$ cat src/fdpr_pkg.sv
/*
 discovery parameter table constants: wrapper id and length, discovery
 byte values, read cycle/opcode fields, reserved filler.
 assumes nothing of its surroundings; shared by the table module.
*/
package fdpr_pkg;
   localparam logic [7:0] FDPR_WRAP_ID = 8'hA5;
   localparam logic [7:0] FDPR_WRAP_LEN = 8'h80;
   localparam logic [7:0] FDPR_PAD_ID = 8'hF0;
   localparam logic [7:0] FDPR_HDR_BYTES = 8'h02;
   localparam logic [15:0] FDPR_DISC_BASE = 16'h1120;
   localparam logic [7:0] FDPR_RSVD = 8'hFF;
   // first dword
   localparam logic [7:0] FDPR_DW1_B0 = 8'hE7;
   localparam logic [7:0] FDPR_DW1_B1 = 8'hFF;
   localparam logic [7:0] FDPR_DW1_B2 = 8'hF3;
   localparam logic [7:0] FDPR_DW1_B3 = 8'hFF;
   // density, zero based, little endian
   localparam logic [31:0] FDPR_DENSITY = 32'h07FFFFFF;
   // read cycle bytes and opcodes
   localparam logic [7:0] FDPR_QIO_CYC = 8'h44;
   localparam logic [7:0] FDPR_QIO_OP = 8'hEB;
   localparam logic [7:0] FDPR_QO_CYC = 8'h08;
   localparam logic [7:0] FDPR_QO_OP = 8'h6B;
   localparam logic [7:0] FDPR_DO_CYC = 8'h08;
   localparam logic [7:0] FDPR_DO_OP = 8'h3B;
   localparam logic [7:0] FDPR_DIO_CYC = 8'h80;
   localparam logic [7:0] FDPR_DIO_OP = 8'hBB;
   localparam logic [7:0] FDPR_DW5_B0 = 8'hEE;
   // last relative offset covered (id byte + length count)
   localparam logic [7:0] FDPR_LAST = 8'h81;

   typedef struct packed {
      logic [7:0] data;
      logic valid;
   } fdpr_rsp_t;

   typedef struct packed {
      fdpr_rsp_t rsp;
   } fdpr_state_t;
endpackage

$ cat src/fdpr_table.sv
/*
 read-only discovery parameter table, one byte per read request.
 assumes a synchronous requester on clk_i; no write path exists.
*/
// Functional notes
// - relative byte 00h reads the identifier A5h.
// - relative byte 01h reads the following byte count 80h.
// - a F0h padding parameter is only space and readers skip it.
// - discovery data starts at 1120h with E7h.
// - second byte of dword one reads FFh, no 4 KB erase opcode.
// - third byte of dword one reads F3h for the read mode support.
// - dword two is the density 07FFFFFFh, low byte first.
// - quad I/O read reports 44h then opcode EBh.
// - quad output read reports 08h then opcode 6Bh.
// - dual output read reports 08h then opcode 3Bh.
// - dual I/O read reports 80h then opcode BBh.
// - first byte of dword five reads EEh.
// - unused and reserved bytes read FFh.
// - discovery byte n sits at wrapper offset n plus two.
`timescale 1ns/1ps
module fdpr_table
   import fdpr_pkg::*;
(
   input wire logic clk_i,        // 10 MHz clock
   input wire logic sys_rst_i,    // sync reset, active high
   input wire logic rd_i,         // read request strobe
   input wire logic [7:0] addr_i, // wrapper relative offset
   output logic [7:0] data_o,     // byte read
   output logic valid_o           // data_o valid, one cycle
);
   fdpr_state_t s_q, s_d;

   function automatic logic [7:0] disc_byte(input logic [7:0] d);
      logic [7:0] v;
      v = FDPR_RSVD;
      case (d)
         8'h00: v = FDPR_DW1_B0;
         8'h01: v = FDPR_DW1_B1;
         8'h02: v = FDPR_DW1_B2;
         8'h03: v = FDPR_DW1_B3;
         8'h04: v = FDPR_DENSITY[7:0];
         8'h05: v = FDPR_DENSITY[15:8];
         8'h06: v = FDPR_DENSITY[23:16];
         8'h07: v = FDPR_DENSITY[31:24];
         8'h08: v = FDPR_QIO_CYC;
         8'h09: v = FDPR_QIO_OP;
         8'h0A: v = FDPR_QO_CYC;
         8'h0B: v = FDPR_QO_OP;
         8'h0C: v = FDPR_DO_CYC;
         8'h0D: v = FDPR_DO_OP;
         8'h0E: v = FDPR_DIO_CYC;
         8'h0F: v = FDPR_DIO_OP;
         8'h10: v = FDPR_DW5_B0;
         default: v = FDPR_RSVD;
      endcase
      return v;
   endfunction

   function automatic logic [7:0] lookup(input logic [7:0] a);
      logic [7:0] v;
      v = FDPR_RSVD;
      if (a == 8'h00) begin
         v = FDPR_WRAP_ID;
      end else if (a == 8'h01) begin
         v = FDPR_WRAP_LEN;
      end else if (a <= FDPR_LAST) begin
         v = disc_byte(8'(a - FDPR_HDR_BYTES));
      end
      return v;
   endfunction

   always_comb begin
      s_d = s_q;
      s_d.rsp.valid = rd_i;
      if (rd_i) begin
         s_d.rsp.data = lookup(addr_i);
      end
   end

   always_ff @(posedge clk_i) begin
      if (sys_rst_i) begin
         s_q <= '0;
      end else begin
         s_q <= s_d;
      end
   end

   assign data_o = s_q.rsp.data;
   assign valid_o = s_q.rsp.valid;

   a_id_byte: assert property (
      @(posedge clk_i) disable iff (sys_rst_i)
      rd_i && addr_i == 8'h00 |=> data_o == 8'hA5 && valid_o)
      else $error("id byte wrong");

   a_pad_absent: assert property (
      @(posedge clk_i) disable iff (sys_rst_i)
      rd_i && addr_i == 8'h00 |=> data_o != FDPR_PAD_ID)
      else $error("id byte reads as padding");

   a_len_byte: assert property (
      @(posedge clk_i) disable iff (sys_rst_i)
      rd_i && addr_i == 8'h01 |=> data_o == 8'h80)
      else $error("length byte wrong");

   a_first_disc: assert property (
      @(posedge clk_i) disable iff (sys_rst_i)
      rd_i && addr_i == 8'h02 |=> data_o == 8'hE7)
      else $error("first discovery byte wrong");

   a_no_erase_op: assert property (
      @(posedge clk_i) disable iff (sys_rst_i)
      rd_i && addr_i == 8'h03 |=> data_o == 8'hFF)
      else $error("erase opcode byte wrong");

   a_read_sup: assert property (
      @(posedge clk_i) disable iff (sys_rst_i)
      rd_i && addr_i == 8'h04 |=> data_o == 8'hF3)
      else $error("read support byte wrong");

   a_dw1_top: assert property (
      @(posedge clk_i) disable iff (sys_rst_i)
      rd_i && addr_i == 8'h05 |=> data_o == 8'hFF)
      else $error("dword one top byte wrong");

   a_density_b0: assert property (
      @(posedge clk_i) disable iff (sys_rst_i)
      rd_i && addr_i == 8'h06 |=> data_o == 8'hFF)
      else $error("density low byte wrong");

   a_density_b1: assert property (
      @(posedge clk_i) disable iff (sys_rst_i)
      rd_i && addr_i == 8'h07 |=> data_o == 8'hFF)
      else $error("density second byte wrong");

   a_density_b2: assert property (
      @(posedge clk_i) disable iff (sys_rst_i)
      rd_i && addr_i == 8'h08 |=> data_o == 8'hFF)
      else $error("density third byte wrong");

   a_density_top: assert property (
      @(posedge clk_i) disable iff (sys_rst_i)
      rd_i && addr_i == 8'h09 |=> data_o == 8'h07)
      else $error("density top byte wrong");

   a_quad_io_cyc: assert property (
      @(posedge clk_i) disable iff (sys_rst_i)
      rd_i && addr_i == 8'h0A |=> data_o == 8'h44)
      else $error("quad io cycles wrong");

   a_quad_io_op: assert property (
      @(posedge clk_i) disable iff (sys_rst_i)
      rd_i && addr_i == 8'h0B |=> data_o == 8'hEB)
      else $error("quad io opcode wrong");

   a_quad_io: assert property (
      @(posedge clk_i) disable iff (sys_rst_i)
      rd_i && addr_i == 8'h0A ##1 rd_i && addr_i == 8'h0B
      |=> $past(data_o) == 8'h44 && data_o == 8'hEB)
      else $error("quad io pair wrong");

   a_quad_out: assert property (
      @(posedge clk_i) disable iff (sys_rst_i)
      rd_i && addr_i == 8'h0D |=> data_o == 8'h6B)
      else $error("quad out opcode wrong");

   a_shift_two: assert property (
      @(posedge clk_i) disable iff (sys_rst_i)
      rd_i && addr_i == 8'h0C |=> data_o == 8'h08)
      else $error("header offset wrong");

   a_dual_out_cyc: assert property (
      @(posedge clk_i) disable iff (sys_rst_i)
      rd_i && addr_i == 8'h0E |=> data_o == 8'h08)
      else $error("dual out cycles wrong");

   a_dual_out: assert property (
      @(posedge clk_i) disable iff (sys_rst_i)
      rd_i && addr_i == 8'h0F |=> data_o == 8'h3B)
      else $error("dual out opcode wrong");

   a_dual_io: assert property (
      @(posedge clk_i) disable iff (sys_rst_i)
      rd_i && addr_i == 8'h10 |=> data_o == 8'h80)
      else $error("dual io cycles wrong");

   a_dual_io_op: assert property (
      @(posedge clk_i) disable iff (sys_rst_i)
      rd_i && addr_i == 8'h11 |=> data_o == 8'hBB)
      else $error("dual io opcode wrong");

   a_dw5_byte: assert property (
      @(posedge clk_i) disable iff (sys_rst_i)
      rd_i && addr_i == 8'h12 |=> data_o == 8'hEE)
      else $error("dword five byte wrong");

   a_reserved: assert property (
      @(posedge clk_i) disable iff (sys_rst_i)
      rd_i && addr_i >= 8'h13 |=> data_o == 8'hFF)
      else $error("reserved byte not FF");

   a_stable: assert property (
      @(posedge clk_i) disable iff (sys_rst_i)
      !rd_i |=> !valid_o && $stable(data_o))
      else $error("data changed without read");

   a_valid_pulse: assert property (
      @(posedge clk_i) disable iff (sys_rst_i)
      rd_i |=> valid_o)
      else $error("read not answered");

   a_reset_clear: assert property (
      @(posedge clk_i)
      sys_rst_i |=> data_o == 8'h00 && !valid_o)
      else $error("reset did not clear answer");
endmodule

$ cat config.mk
export PLATFORM = sky130hd
export DESIGN_NAME = fdpr_table
export DESIGN_NICKNAME = d
export VERILOG_FILES = /design/src/fdpr_pkg.sv /design/src/fdpr_table.sv
export SDC_FILE = /design/constraint.sdc
export NUM_CORES = 1
export LEC_CHECK = 0
export BUFFER_PORTS_ARGS = -buffer_cell sky130_fd_sc_hd__buf_2
export CAP_MARGIN = 25
export CORE_MARGIN = 1.5
export CORE_UTILIZATION = 46
export CTS_CLUSTER_DIAMETER = 30
export DETAILED_ROUTE_END_ITERATION = 10
export PLACE_DENSITY = 0.73
export SLEW_MARGIN = 20
export SYNTH_ARGS = -nofsm -noshare
export SYNTH_HDL_FRONTEND = slang
export SYNTH_SLANG_ARGS = --single-unit
$ cat constraint.sdc
create_clock -name clk_i -period 1.6 [get_ports clk_i]
set_input_delay 0.24 -clock clk_i [delete_from_list [all_inputs] [get_ports clk_i]]
set_output_delay 0.24 -clock clk_i [all_outputs]
set_load 0.02 [all_outputs]
Yosys cells after proc, flatten, opt, wreduce, memory -nomap -nowiden

Memories as Yosys holds them, arrays and structs flattened.
Index checks and enable logic that the tools add are counted.

Reductions and logical operators: 2
Multiplexer cells: 4
Equality and inequality tests: 1
Add/sub/neg operators: 1
Magnitude comparators: 1

Operators by type and width:

| cell                                                   | count |
|---|---|
| 2-to-1 mux 8 bit                                       | 4 |
| == test 8 x 1 -> 1 bit (second input constant)         | 1 |
| less-or-equal comparator 8 bit (second input constant) | 1 |
| zero test 8 bit                                        | 1 |
| subtractor 8 x 2 -> 8 bit (second input constant)      | 1 |
| zero test 3 bit                                        | 1 |

Output and inout bits: 9
ROM bits: 256
Memories: 1
Bits of input ports: 11
Register bits after elaboration: 9

Memories:

| memory           | words | width | rd ports | clocked after memory_dff | write ports | line             | RTL |
|---|---|---|---|---|---|---|---|
| (name not given) | 32    | 8     | 1        | 0                        | 0           | fdpr_table.sv:36 | `case (d)` |

Logic depth before layout (Yosys ltp)

Gate-level depths: netlist of the first run.

Depth in word-level cells: 6
Mapped depth: 9
Mapped depth without buffers: 7

Worst setup path after synthesis of the first run

No wires, ideal clock.

Path type: input port to flip-flop
Start point: input port addr_i[1]
End point: register s_q (netlist bit data_o[3])
Stages on the path: 9
Setup time: 0.086 ns
Buffers on the path: 2
Arrival: 1.549 ns
Setup slack: -0.035 ns
Path through: buf_4 > inv_1 > ha_1 > buf_4 > xnor2_4 > xor2_1 > o31ai_1 > and2_1 > a221oi_2

Cells in the longest elaborated chain, start to end: 6
Elaborated cells on any way between the ends: 10
Classes of those cells: add/sub: 1; order compare: 1; eq/ne: 1; mux: 4; reduce/logical: 2; memory: 1

Ends and longest elaborated chain:

| element                                                            | line             | RTL |
|---|---|---|
| from (decl)                                                        | fdpr_table.sv:27 | `input wire logic [7:0] addr_i,` |
| subtractor 8 x 2 -> 8 bit                                          | fdpr_table.sv:67 | `v = disc_byte(8'(a - FDPR_HDR_BYTES));` |
| memory read (32 x 8 bit) / zero test 3 bit (equally long branches) | -                |  |
| 2-to-1 mux 8 bit                                                   | fdpr_table.sv:36 |  |
| 2-to-1 mux 8 bit                                                   | fdpr_table.sv:66 | `end else if (a <= FDPR_LAST) begin` |
| 2-to-1 mux 8 bit                                                   | fdpr_table.sv:64 | `end else if (a == 8'h01) begin` |
| 2-to-1 mux 8 bit *                                                 | fdpr_table.sv:62 | `if (a == 8'h00) begin` |
| to (signal assigned)                                               | fdpr_table.sv:82 | `s_q <= '0;` |
| to (signal assigned)                                               | fdpr_table.sv:84 | `s_q <= s_d;` |
| to (decl)                                                          | fdpr_table.sv:31 | `fdpr_state_t s_q, s_d;` |

Mark *: on every way between the ends. The rest lies on a longest branch, timed or not.
A chain may end at the register's enable or synchronous reset.

Worst setup path after layout of the first run

Start point: input port addr_i[1]
End point: register s_q (netlist bit data_o[4])

The elaborated chain is that of the path after synthesis.

==> results of run 1 <==
==> per-layer routing <==
metal	share of wire	vias up
met4	0	0
met1	0.45	360
met3	0.053	0
met2	0.50	31
met5	0	-
li1	-	401
==> how the worst max path moves through the flow <==
stage | slack, ns | to | cells after the start | from
2_1_floorplan | 0.01 | data_o[3] | 9 | addr_i[1]
3_3_place_gp | -0.05 | data_o[5] | 7 | addr_i[1]
3_5_place_dp | -0.07 | data_o[6] | 7 | addr_i[1]
4_1_cts | 0.17 | data_o[4] | 8 | addr_i[1]
5_1_grt | 0.09 | data_o[4] | 8 | addr_i[1]
6_report | 0.18 | data_o[4] | 8 | addr_i[1]
==> Yosys cell counts, types with 2 or more instances <==
| cell type | instances | area [sq um] |
|---|---|---|
| nor2_1 | 10 | 37.54 |
| dfxtp_1 | 9 | 180.2 |
| nand2b_1 | 5 | 31.28 |
| o21ai_0 | 5 | 25.02 |
| a311oi_1 | 4 | 35.03 |
| a31oi_1 | 3 | 18.77 |
| nor2b_1 | 3 | 18.77 |
| a21oi_1 | 2 | 10.01 |
| a221oi_2 | 2 | 30.03 |
| a31o_2 | 2 | 17.52 |
| and2_1 | 2 | 12.51 |
| buf_2 | 2 | 10.01 |
| buf_4 | 2 | 15.01 |
| buf_6 | 2 | 22.52 |
| inv_1 | 2 | 7.510 |
| nand4_1 | 2 | 12.51 |
| xor2_1 | 2 | 17.52 |
==> layout make-up <==
cell class / count / area, sq um
well taps: 16 / 20.02
repair buffers: 30 / 177.7
multi-input cells: 72 / 554.3
clock buffers: 4 / 26.28
flip-flops and latches: 9 / 180.2
fillers: 145 / 589.3
inverters: 3 / 11.26
==> flip-flops by register name, indices dropped and copies added, names as in the netlist <==
| name | cells |
|---|---|
| data_o | 8 |
| valid_o | 1 |
==> power by group <==
group	internal [mW]	switching, mW
registers	0.240	0.00629
clock network	0.0957	0.0736
logic	0.108	0.131
total	0.444	0.210
==> worst max-delay path, stage by stage <==
cell,delay (ns)
buf_2,0.11
inv_1,0.05
ha_1,0.37
xnor2_4,0.16
or2_1,0.25
a31oi_1,0.17
a31o_1,0.12
a31oi_1,0.08
==> through the flow <==
step	cells	worst slack, ns	TNS [ns]	hold WS, ns
after floorplan	91	0.01096	0	0.3062
after global placement	130	-0.04981	-0.1887	0.4713
after detailed placement	130	-0.06571	-0.4031	0.4745
after CTS	134	0.1737	0	0.2525
after global routing	134	0.08711	0	0.2609
final	134	0.1800	0	0.2534
==> cells by family after synthesis <==
group | synth area share
fa+ha+maj | 0.01570
xor+xnor | 0.05652
flops | 0.2261
buf+inv | 0.07848
compound gates | 0.3077
mux | 0.04552
simple gates | 0.2700
==> run metrics, run 1 <==
status finished with violations; failing checks design-rule violations; Post-Synthesis Cells 91; Slew headroom 0.7545; Final Hold Violating Endpoints 0; commonest non-fill, non-tap cell in the layout buf_2; CTS tree yes; all-layer global routing usage 0.1866; Worst Path Arrival 1.55 ns; first-pass GRT wire length roughly 2.8 mm; Peak VDD IR 0.2753 mV; gpl congestion 0.8019; Async SR Flop Fraction 0; Syn Std Cell Area 797.0 sq um; GRT met2 Usage 0.3275; Hold Buf Count CTS 0; Layout area overhead 21.66%; Final HPWL DP 1.353 mm; Starting DRT DRC Count 27; grt peak-use layer met2; Die Y about 45 um; WHS Endpoint data_o[3]; ant diodes 0; Final period util 0.8875; post-route ant nets 0; vias in the first global route 675; Initial Util 0.5112; CP Launch Type primary input; RSZ-0062 raised after global routing false; reg-to-reg endpoint data_o[6]; fin crit period around 1.4 ns; Worst Path Max Fanout 9; met1 Resource Use GR 0.2420; Core ar. 1559 sq um; post-CTS setup buffer count 0; Clk Latency, worst-skew pair 0.25 ns; register bit total from synthesis 9; f_max 704.2 MHz; hold crit path type in -> reg; leak pwr ~0.42 nW; clk root buf clkbuf_4; nets 131; FF-to-FF Start data_o[6]; initial antenna violation count 0; worst r2r path cells 3; Rows 14; Hold Path Stages 2; DRC violations left 1; WL/cell 12.56 um; total power per unit cell area 675.1 nW/um^2; # setup viols final 0; hold path start sys_rst_i; Crit. End Element flop; slew at the pin with the worst max-slew slack 0.3682 ns; Post-synth EDFFs 0; post_cts resized 0; via count ~790; most frequent cells in the layout 19 x buf_2, 11 x buf_4, 10 x nor2_1; final WL about 1.7 mm; worst clock skew 0 ns; Worst-path clk slew 0.06 ns; Die W 44.63 um; synth unique cells 49; Post-synth top flop dfxtp_1; # port buffers 19; WS Path Type in -> reg; FF-to-FF setup slack 0.73 ns; final instance area 969.7 sq um; Mean Syn Cell Area 8.758 sq um; Total Power 654.6 uW; Die ar. 1991 sq um; Max Root-Sink Buffers 2; io pins 20; sequential element share of the synthesized area 0.2261; yosys warns 0; final slew viol count 0; post-place instance area between 900 and 1000 sq um; largest net degree at the start of global routing 15; Max Cap Viol 0; share of cells above drive strength 1 0.3983; worst endpoint required time 1.73 ns; met3 routing resource usage after global routing 0.02449; Final Util 0.6220; post-synth net total ~100; Overflow after GRT 0; DRT Pass-1 Iters 7; Avg Vias per Cell 5.910; Num Clock Sinks 9; number of CTS-inserted buffers 3; H-Tree Depth 1
Note: power is estimated with default switching activity, not from simulation.
==> run 2: changes to the inputs <==
--- a/config.mk
+++ b/config.mk
@@ -8,11 +8,13 @@
 export BUFFER_PORTS_ARGS = -buffer_cell sky130_fd_sc_hd__buf_2
 export CAP_MARGIN = 25
 export CORE_MARGIN = 1.5
-export CORE_UTILIZATION = 46
+export CORE_UTILIZATION = 40
+export CTS_BUF_LIST = sky130_fd_sc_hd__clkbuf_8
 export CTS_CLUSTER_DIAMETER = 30
 export DETAILED_ROUTE_END_ITERATION = 10
-export PLACE_DENSITY = 0.73
+export PLACE_DENSITY = 0.65
 export SLEW_MARGIN = 20
 export SYNTH_ARGS = -nofsm -noshare
 export SYNTH_HDL_FRONTEND = slang
 export SYNTH_SLANG_ARGS = --single-unit
+export TNS_END_PERCENT = 100
==> run 2 against run 1 <==
  * Sequential share of layout area fell by 1.1 points
  * Clock power rose by 55%
  * Non-clock buffer count rose by 4
  * Sequential power barely moved
  * The run now ends clean
  * Flip-flop and latch count did not move
  * Critical path type unchanged
  * Hold slack improved by 0.0085 ns
  * Clock-buffer cell count fell by 1
==> run metrics, run 2 (same netlist as run 1, synthesis figures left out) <==
status completed; H-Tree Depth 1; post-place instance area slightly below 1000 sq um; Die ar. 2269 sq um; post-CTS setup buffer count 0; WS Path Type in -> reg; via count 798; final slew viol count 0; ant diodes 0; # setup viols final 0; Rows 15; Die Y 47.64 um; total power per unit cell area ~730 nW/um^2; Avg Vias per Cell about 5.4; register share of total power 0.329; Cell Count Post-Placement 143; FF-to-FF Start data_o[6]; f_max about 680 MHz; reg-to-reg endpoint data_o[6]; Total Power 755.2 uW; share of cells above drive strength 1 0.4180; Overflow after GRT 0; Max Cap Viol 0; hold crit path type in -> reg; Final Hold Violating Endpoints 0; fin crit period 1.469 ns; final WL approximately 1.8 mm; combinational power share 0.325; Starting DRT DRC Count 16; WL/cell 12.53 um; slew at the pin with the worst max-slew slack 0.3780 ns; Max Root-Sink Buffers 2; first-pass GRT wire length 3.029 mm; FF-to-FF setup slack ~0.73 ns; Core ar. 1802 sq um; post_cts resized 0; all-layer global routing usage 0.1873; Die W 47.64 um; Final HPWL DP 1.510 mm; nets 135; clk root buf clkbuf_8; CTS tree yes; leak pwr between 0.4 and 0.5 nW; final instance area 1030 sq um; commonest non-fill, non-tap cell in the layout buf_2; Clk Latency, worst-skew pair 0.24 ns; worst clock skew 0 ns; hold path start sys_rst_i; Internal 521.1 uW; largest net degree at the start of global routing 15; Worst Path Max Fanout 7; Initial Util 0.4424; # port buffers 19; Worst Path Arrival 1.62 ns; Worst-path clk slew 0.05 ns; RSZ-0062 raised after global routing false; Layout area overhead 29.20%; number of CTS-inserted buffers 3; max FFs per register 8; worst endpoint required time ~1.8 ns; Clk pwr share 0.347; DRT Pass-1 Iters 4; Slew headroom 0.7480; final hold slack 0.2619 ns; DP Worst Slack -0.1115 ns; vias in the first global route roughly 750; worst r2r path cells 3; Final period util 0.9180; CP Launch Type primary input; Peak VDD IR 0.3243 mV; WHS Endpoint data_o[3]; PnR worst setup slack 0.1312 ns; Hold Buf Count CTS 0; Filler Cells Inserted around 180; post-route non-filler standard cell count 147; Crit. End Element flop; initial antenna violation count 0; Sequential cell area approximately 180 sq um; post-route ant nets 0; io pins 20; DRC violations left 0; P_sw about 230 uW; Num Clock Sinks 9; Switching Share 0.3100; most frequent cells in the layout 19 x buf_2, 15 x buf_4, 10 x nor2_1; gpl congestion 0.7773; multi-input logic area approximately 550 sq um; Hold Path Stages 2
## run 2: changes by cell type in the layout (fill, tap and decap cells not counted)
cell / before / now
inv_1: 2 / 3
clkbuf_1: 1 / 0
clkbuf_8: 0 / 3
clkbuf_4: 3 / 0
buf_4: 11 / 15
## run 2: layer usage
layer | track usage | vias up | wire, um
met5 | 0 | - | 0
met4 | 0.08649 | 0 | 25
met3 | 0.02642 | 3 | 50
met2 | 0.3541 | 19 | 926
met1 | 0.2032 | 364 | 840
li1 | - | 412 | -
## run 2: how the worst max path moves through the flow
stage	start	to	slack [ns]	cells after the start
finish	addr_i[1]	data_o[1]	0.13	9
global route	addr_i[1]	data_o[1]	0.05	9
CTS	addr_i[1]	data_o[1]	0.13	9
detailed placement	addr_i[1]	data_o[1]	-0.11	9
global placement	addr_i[1]	data_o[1]	-0.06	9
floorplan	addr_i[1]	data_o[3]	0.01	9
## run 2: cell type report
type / count / area share
Multi-Input combinational cell: 72 / 0.5383
Sequential cell: 9 / 0.1750
Clock buffer: 3 / 0.04010
Clock inverter: 1 / 0.003645
Inverter: 3 / 0.01094
Tap cell: 25 / 0.03038
Timing Repair Buffer: 34 / 0.2017
## run 2: power groups by stage
stage | registers [mW] | clock network [mW] | logic, mW
after global placement | 0.252 | 0 | 0.242
after detailed placement | 0.252 | 0 | 0.245
after CTS | 0.248 | 0.268 | 0.246
after floorplan | 0.273 | 0 | 0.145
after global routing | 0.250 | 0.279 | 0.270
final | 0.248 | 0.262 | 0.245
## run 2: critical path, cell delays in order
cell and delay, ns:
buf_2 0.10, inv_1 0.05, ha_1 0.38, inv_2 0.06, buf_4 0.15, and4b_1 0.18
a21oi_1 0.13, o21ai_1 0.09, a311oi_1 0.24
## run 2: per-stage QoR
| stage | setup TNS (ns) | utilization |
|---|---|---|
| 6_report | 0 | 0.5715 |
| 5_1_grt | 0 | 0.5715 |
| 4_1_cts | 0 | 0.5715 |
| 3_5_place_dp | -0.6193 | 0.5465 |
| 3_3_place_gp | -0.3820 | 0.5465 |
| 2_1_floorplan | 0 | - |
==> run 3: changes to the inputs <==
--- a/config.mk
+++ b/config.mk
@@ -13,6 +13,7 @@
 export CTS_CLUSTER_DIAMETER = 30
 export DETAILED_ROUTE_END_ITERATION = 10
 export PLACE_DENSITY = 0.65
+export RECOVER_POWER = 50
 export SLEW_MARGIN = 20
 export SYNTH_ARGS = -nofsm -noshare
 export SYNTH_HDL_FRONTEND = slang
==> run 3 against run 2 <==
  * Die area stayed put
  * Critical path depth stayed put
  * Setup slack worse by 0.0013 ns
  * Clock power hardly changed
  * Design area is 1.1% lower
  * Power is 0.53% lower
  * Cell count stayed put
  * Sequential power hardly changed
  * Flip-flop and latch count stayed put
  * Register-to-register slack hardly changed
  * Utilization is 0.63 points lower
  * Hold slack better by 0.0012 ns
  * Largest power group unchanged
==> run metrics, run 3 (same netlist as run 1, synthesis figures left out) <==
status completed; Die Y 47.64 um; DP Worst Slack -0.1115 ns; final slew viol count 0; WL/cell roughly 13 um; fin crit period 1.470 ns; final hold slack 0.2630 ns; initial antenna violation count 0; commonest non-fill, non-tap cell in the layout buf_4; PnR worst setup slack 0.1299 ns; post-route non-filler standard cell count roughly 150; Avg Vias per Cell 5.422; final instance area 1018 sq um; CP Buf/Inv Count 4; H-Tree Depth 1; number of CTS-inserted buffers 3; Core ar. 1802 sq um; Hold Buf Count CTS 0; Layout area overhead 27.79%; nets roughly 140; f_max 680.2 MHz; final WL 1.863 mm; hold crit path type in -> reg; Overflow after GRT 0; CTS tree yes; worst clock skew 0 ns; Peak VDD IR 0.3217 mV; Final period util 0.9188; top cell family by delay on the critical path compound AO/OA/AOI/OAI gates; post-place instance area 984.7 sq um; leak pwr around 0.43 nW; post-route ant nets 0; # setup viols final 0; WS Path Type in -> reg; clk root buf clkbuf_8; Final Hold Violating Endpoints 0; post-CTS setup buffer count 0; CP Launch Point addr_i[1]; slew at the pin with the worst max-slew slack 0.5117 ns; Final Util 0.5653; critical path cell sequence buf_2 -> inv_1 -> ha_1 -> inv_2 -> buf_4 -> and4b_1 -> a21oi_1 -> o21ai_1 -> a311oi_1; Die W 47.64 um; max FFs per register 8; # port buffers 19; Max Cap Viol 0; Worst Path Arrival 1.62 ns; gpl congestion between 0.7 and 0.8; Rows 15; Max stage delay on crit path around 0.38 ns; Initial Util 0.4424; via count around 800; Starting DRT DRC Count 16; all-layer global routing usage 0.1873; Crit. End Element flop; worst endpoint required time 1.75 ns; total power per unit cell area 737.6 nW/um^2; critical path's slowest cell ha_1; Clk Latency, worst-skew pair 0.24 ns; CP Launch Type primary input; io pins 20; Worst Path Max Fanout 7; vias in the first global route 752; Worst-path clk slew around 0.050 ns; DRC violations left 0; Slew headroom 0.6589; DRT Pass-1 Iters 4; hold path start sys_rst_i; post_cts resized 0; FF-to-FF Start data_o[6]; largest net degree at the start of global routing 15; Max Root-Sink Buffers 2; most frequent cells in the layout 15 x buf_4, 10 x nor2_1, 10 x buf_2; Final HPWL DP 1.510 mm; ant diodes 0; first-pass GRT wire length about 3.0 mm; Num Clock Sinks 9; setup_tns 0 ns; Filler Cells Inserted 183; share of cells above drive strength 1 0.3443; Cell Count Post-Placement 143; Total Power 751.2 uW; Die ar. 2269 sq um; RSZ-0062 raised after global routing false
[run 3: changes by cell type in the layout (fill, tap and decap cells not counted)]
cell / delta
buf_2: -9
clkbuf_1: +9
[run 3: final timing paths]
check,end,slack (ns),cells after the start
worst max-delay path,data_o[1],0.13,9
worst min register to register,data_o[1],0.48,2
worst min-delay path,data_o[3],0.26,2
worst max register to register,data_o[6],0.73,3
[run 3: layout make-up]
cell class	instances	area (sq um)	share of cell area
clock buffer	3	41.29	0.04054
timing repair buffer	34	196.4	0.1929
tap	25	31.28	0.03071
clock inverter	1	3.754	0.003685
sequential	9	180.2	0.1769
multi-input combinational	72	554.3	0.5442
inverter	3	11.26	0.01106
[run 3: layer usage]
metal,global-route usage,up-vias,share of wire
li1,-,411,-
met1,0.2032,364,0.46
met2,0.3541,19,0.50
met3,0.02642,3,0.029
met4,0.08649,0,0.013
met5,0,-,0
[run 3: report_power, final]
| part | switching [mW] | internal [mW] |
|---|---|---|
| logic | 0.133 | 0.108 |
| registers | 0.00731 | 0.241 |
| clock network | 0.0940 | 0.167 |
| total | 0.234 | 0.517 |
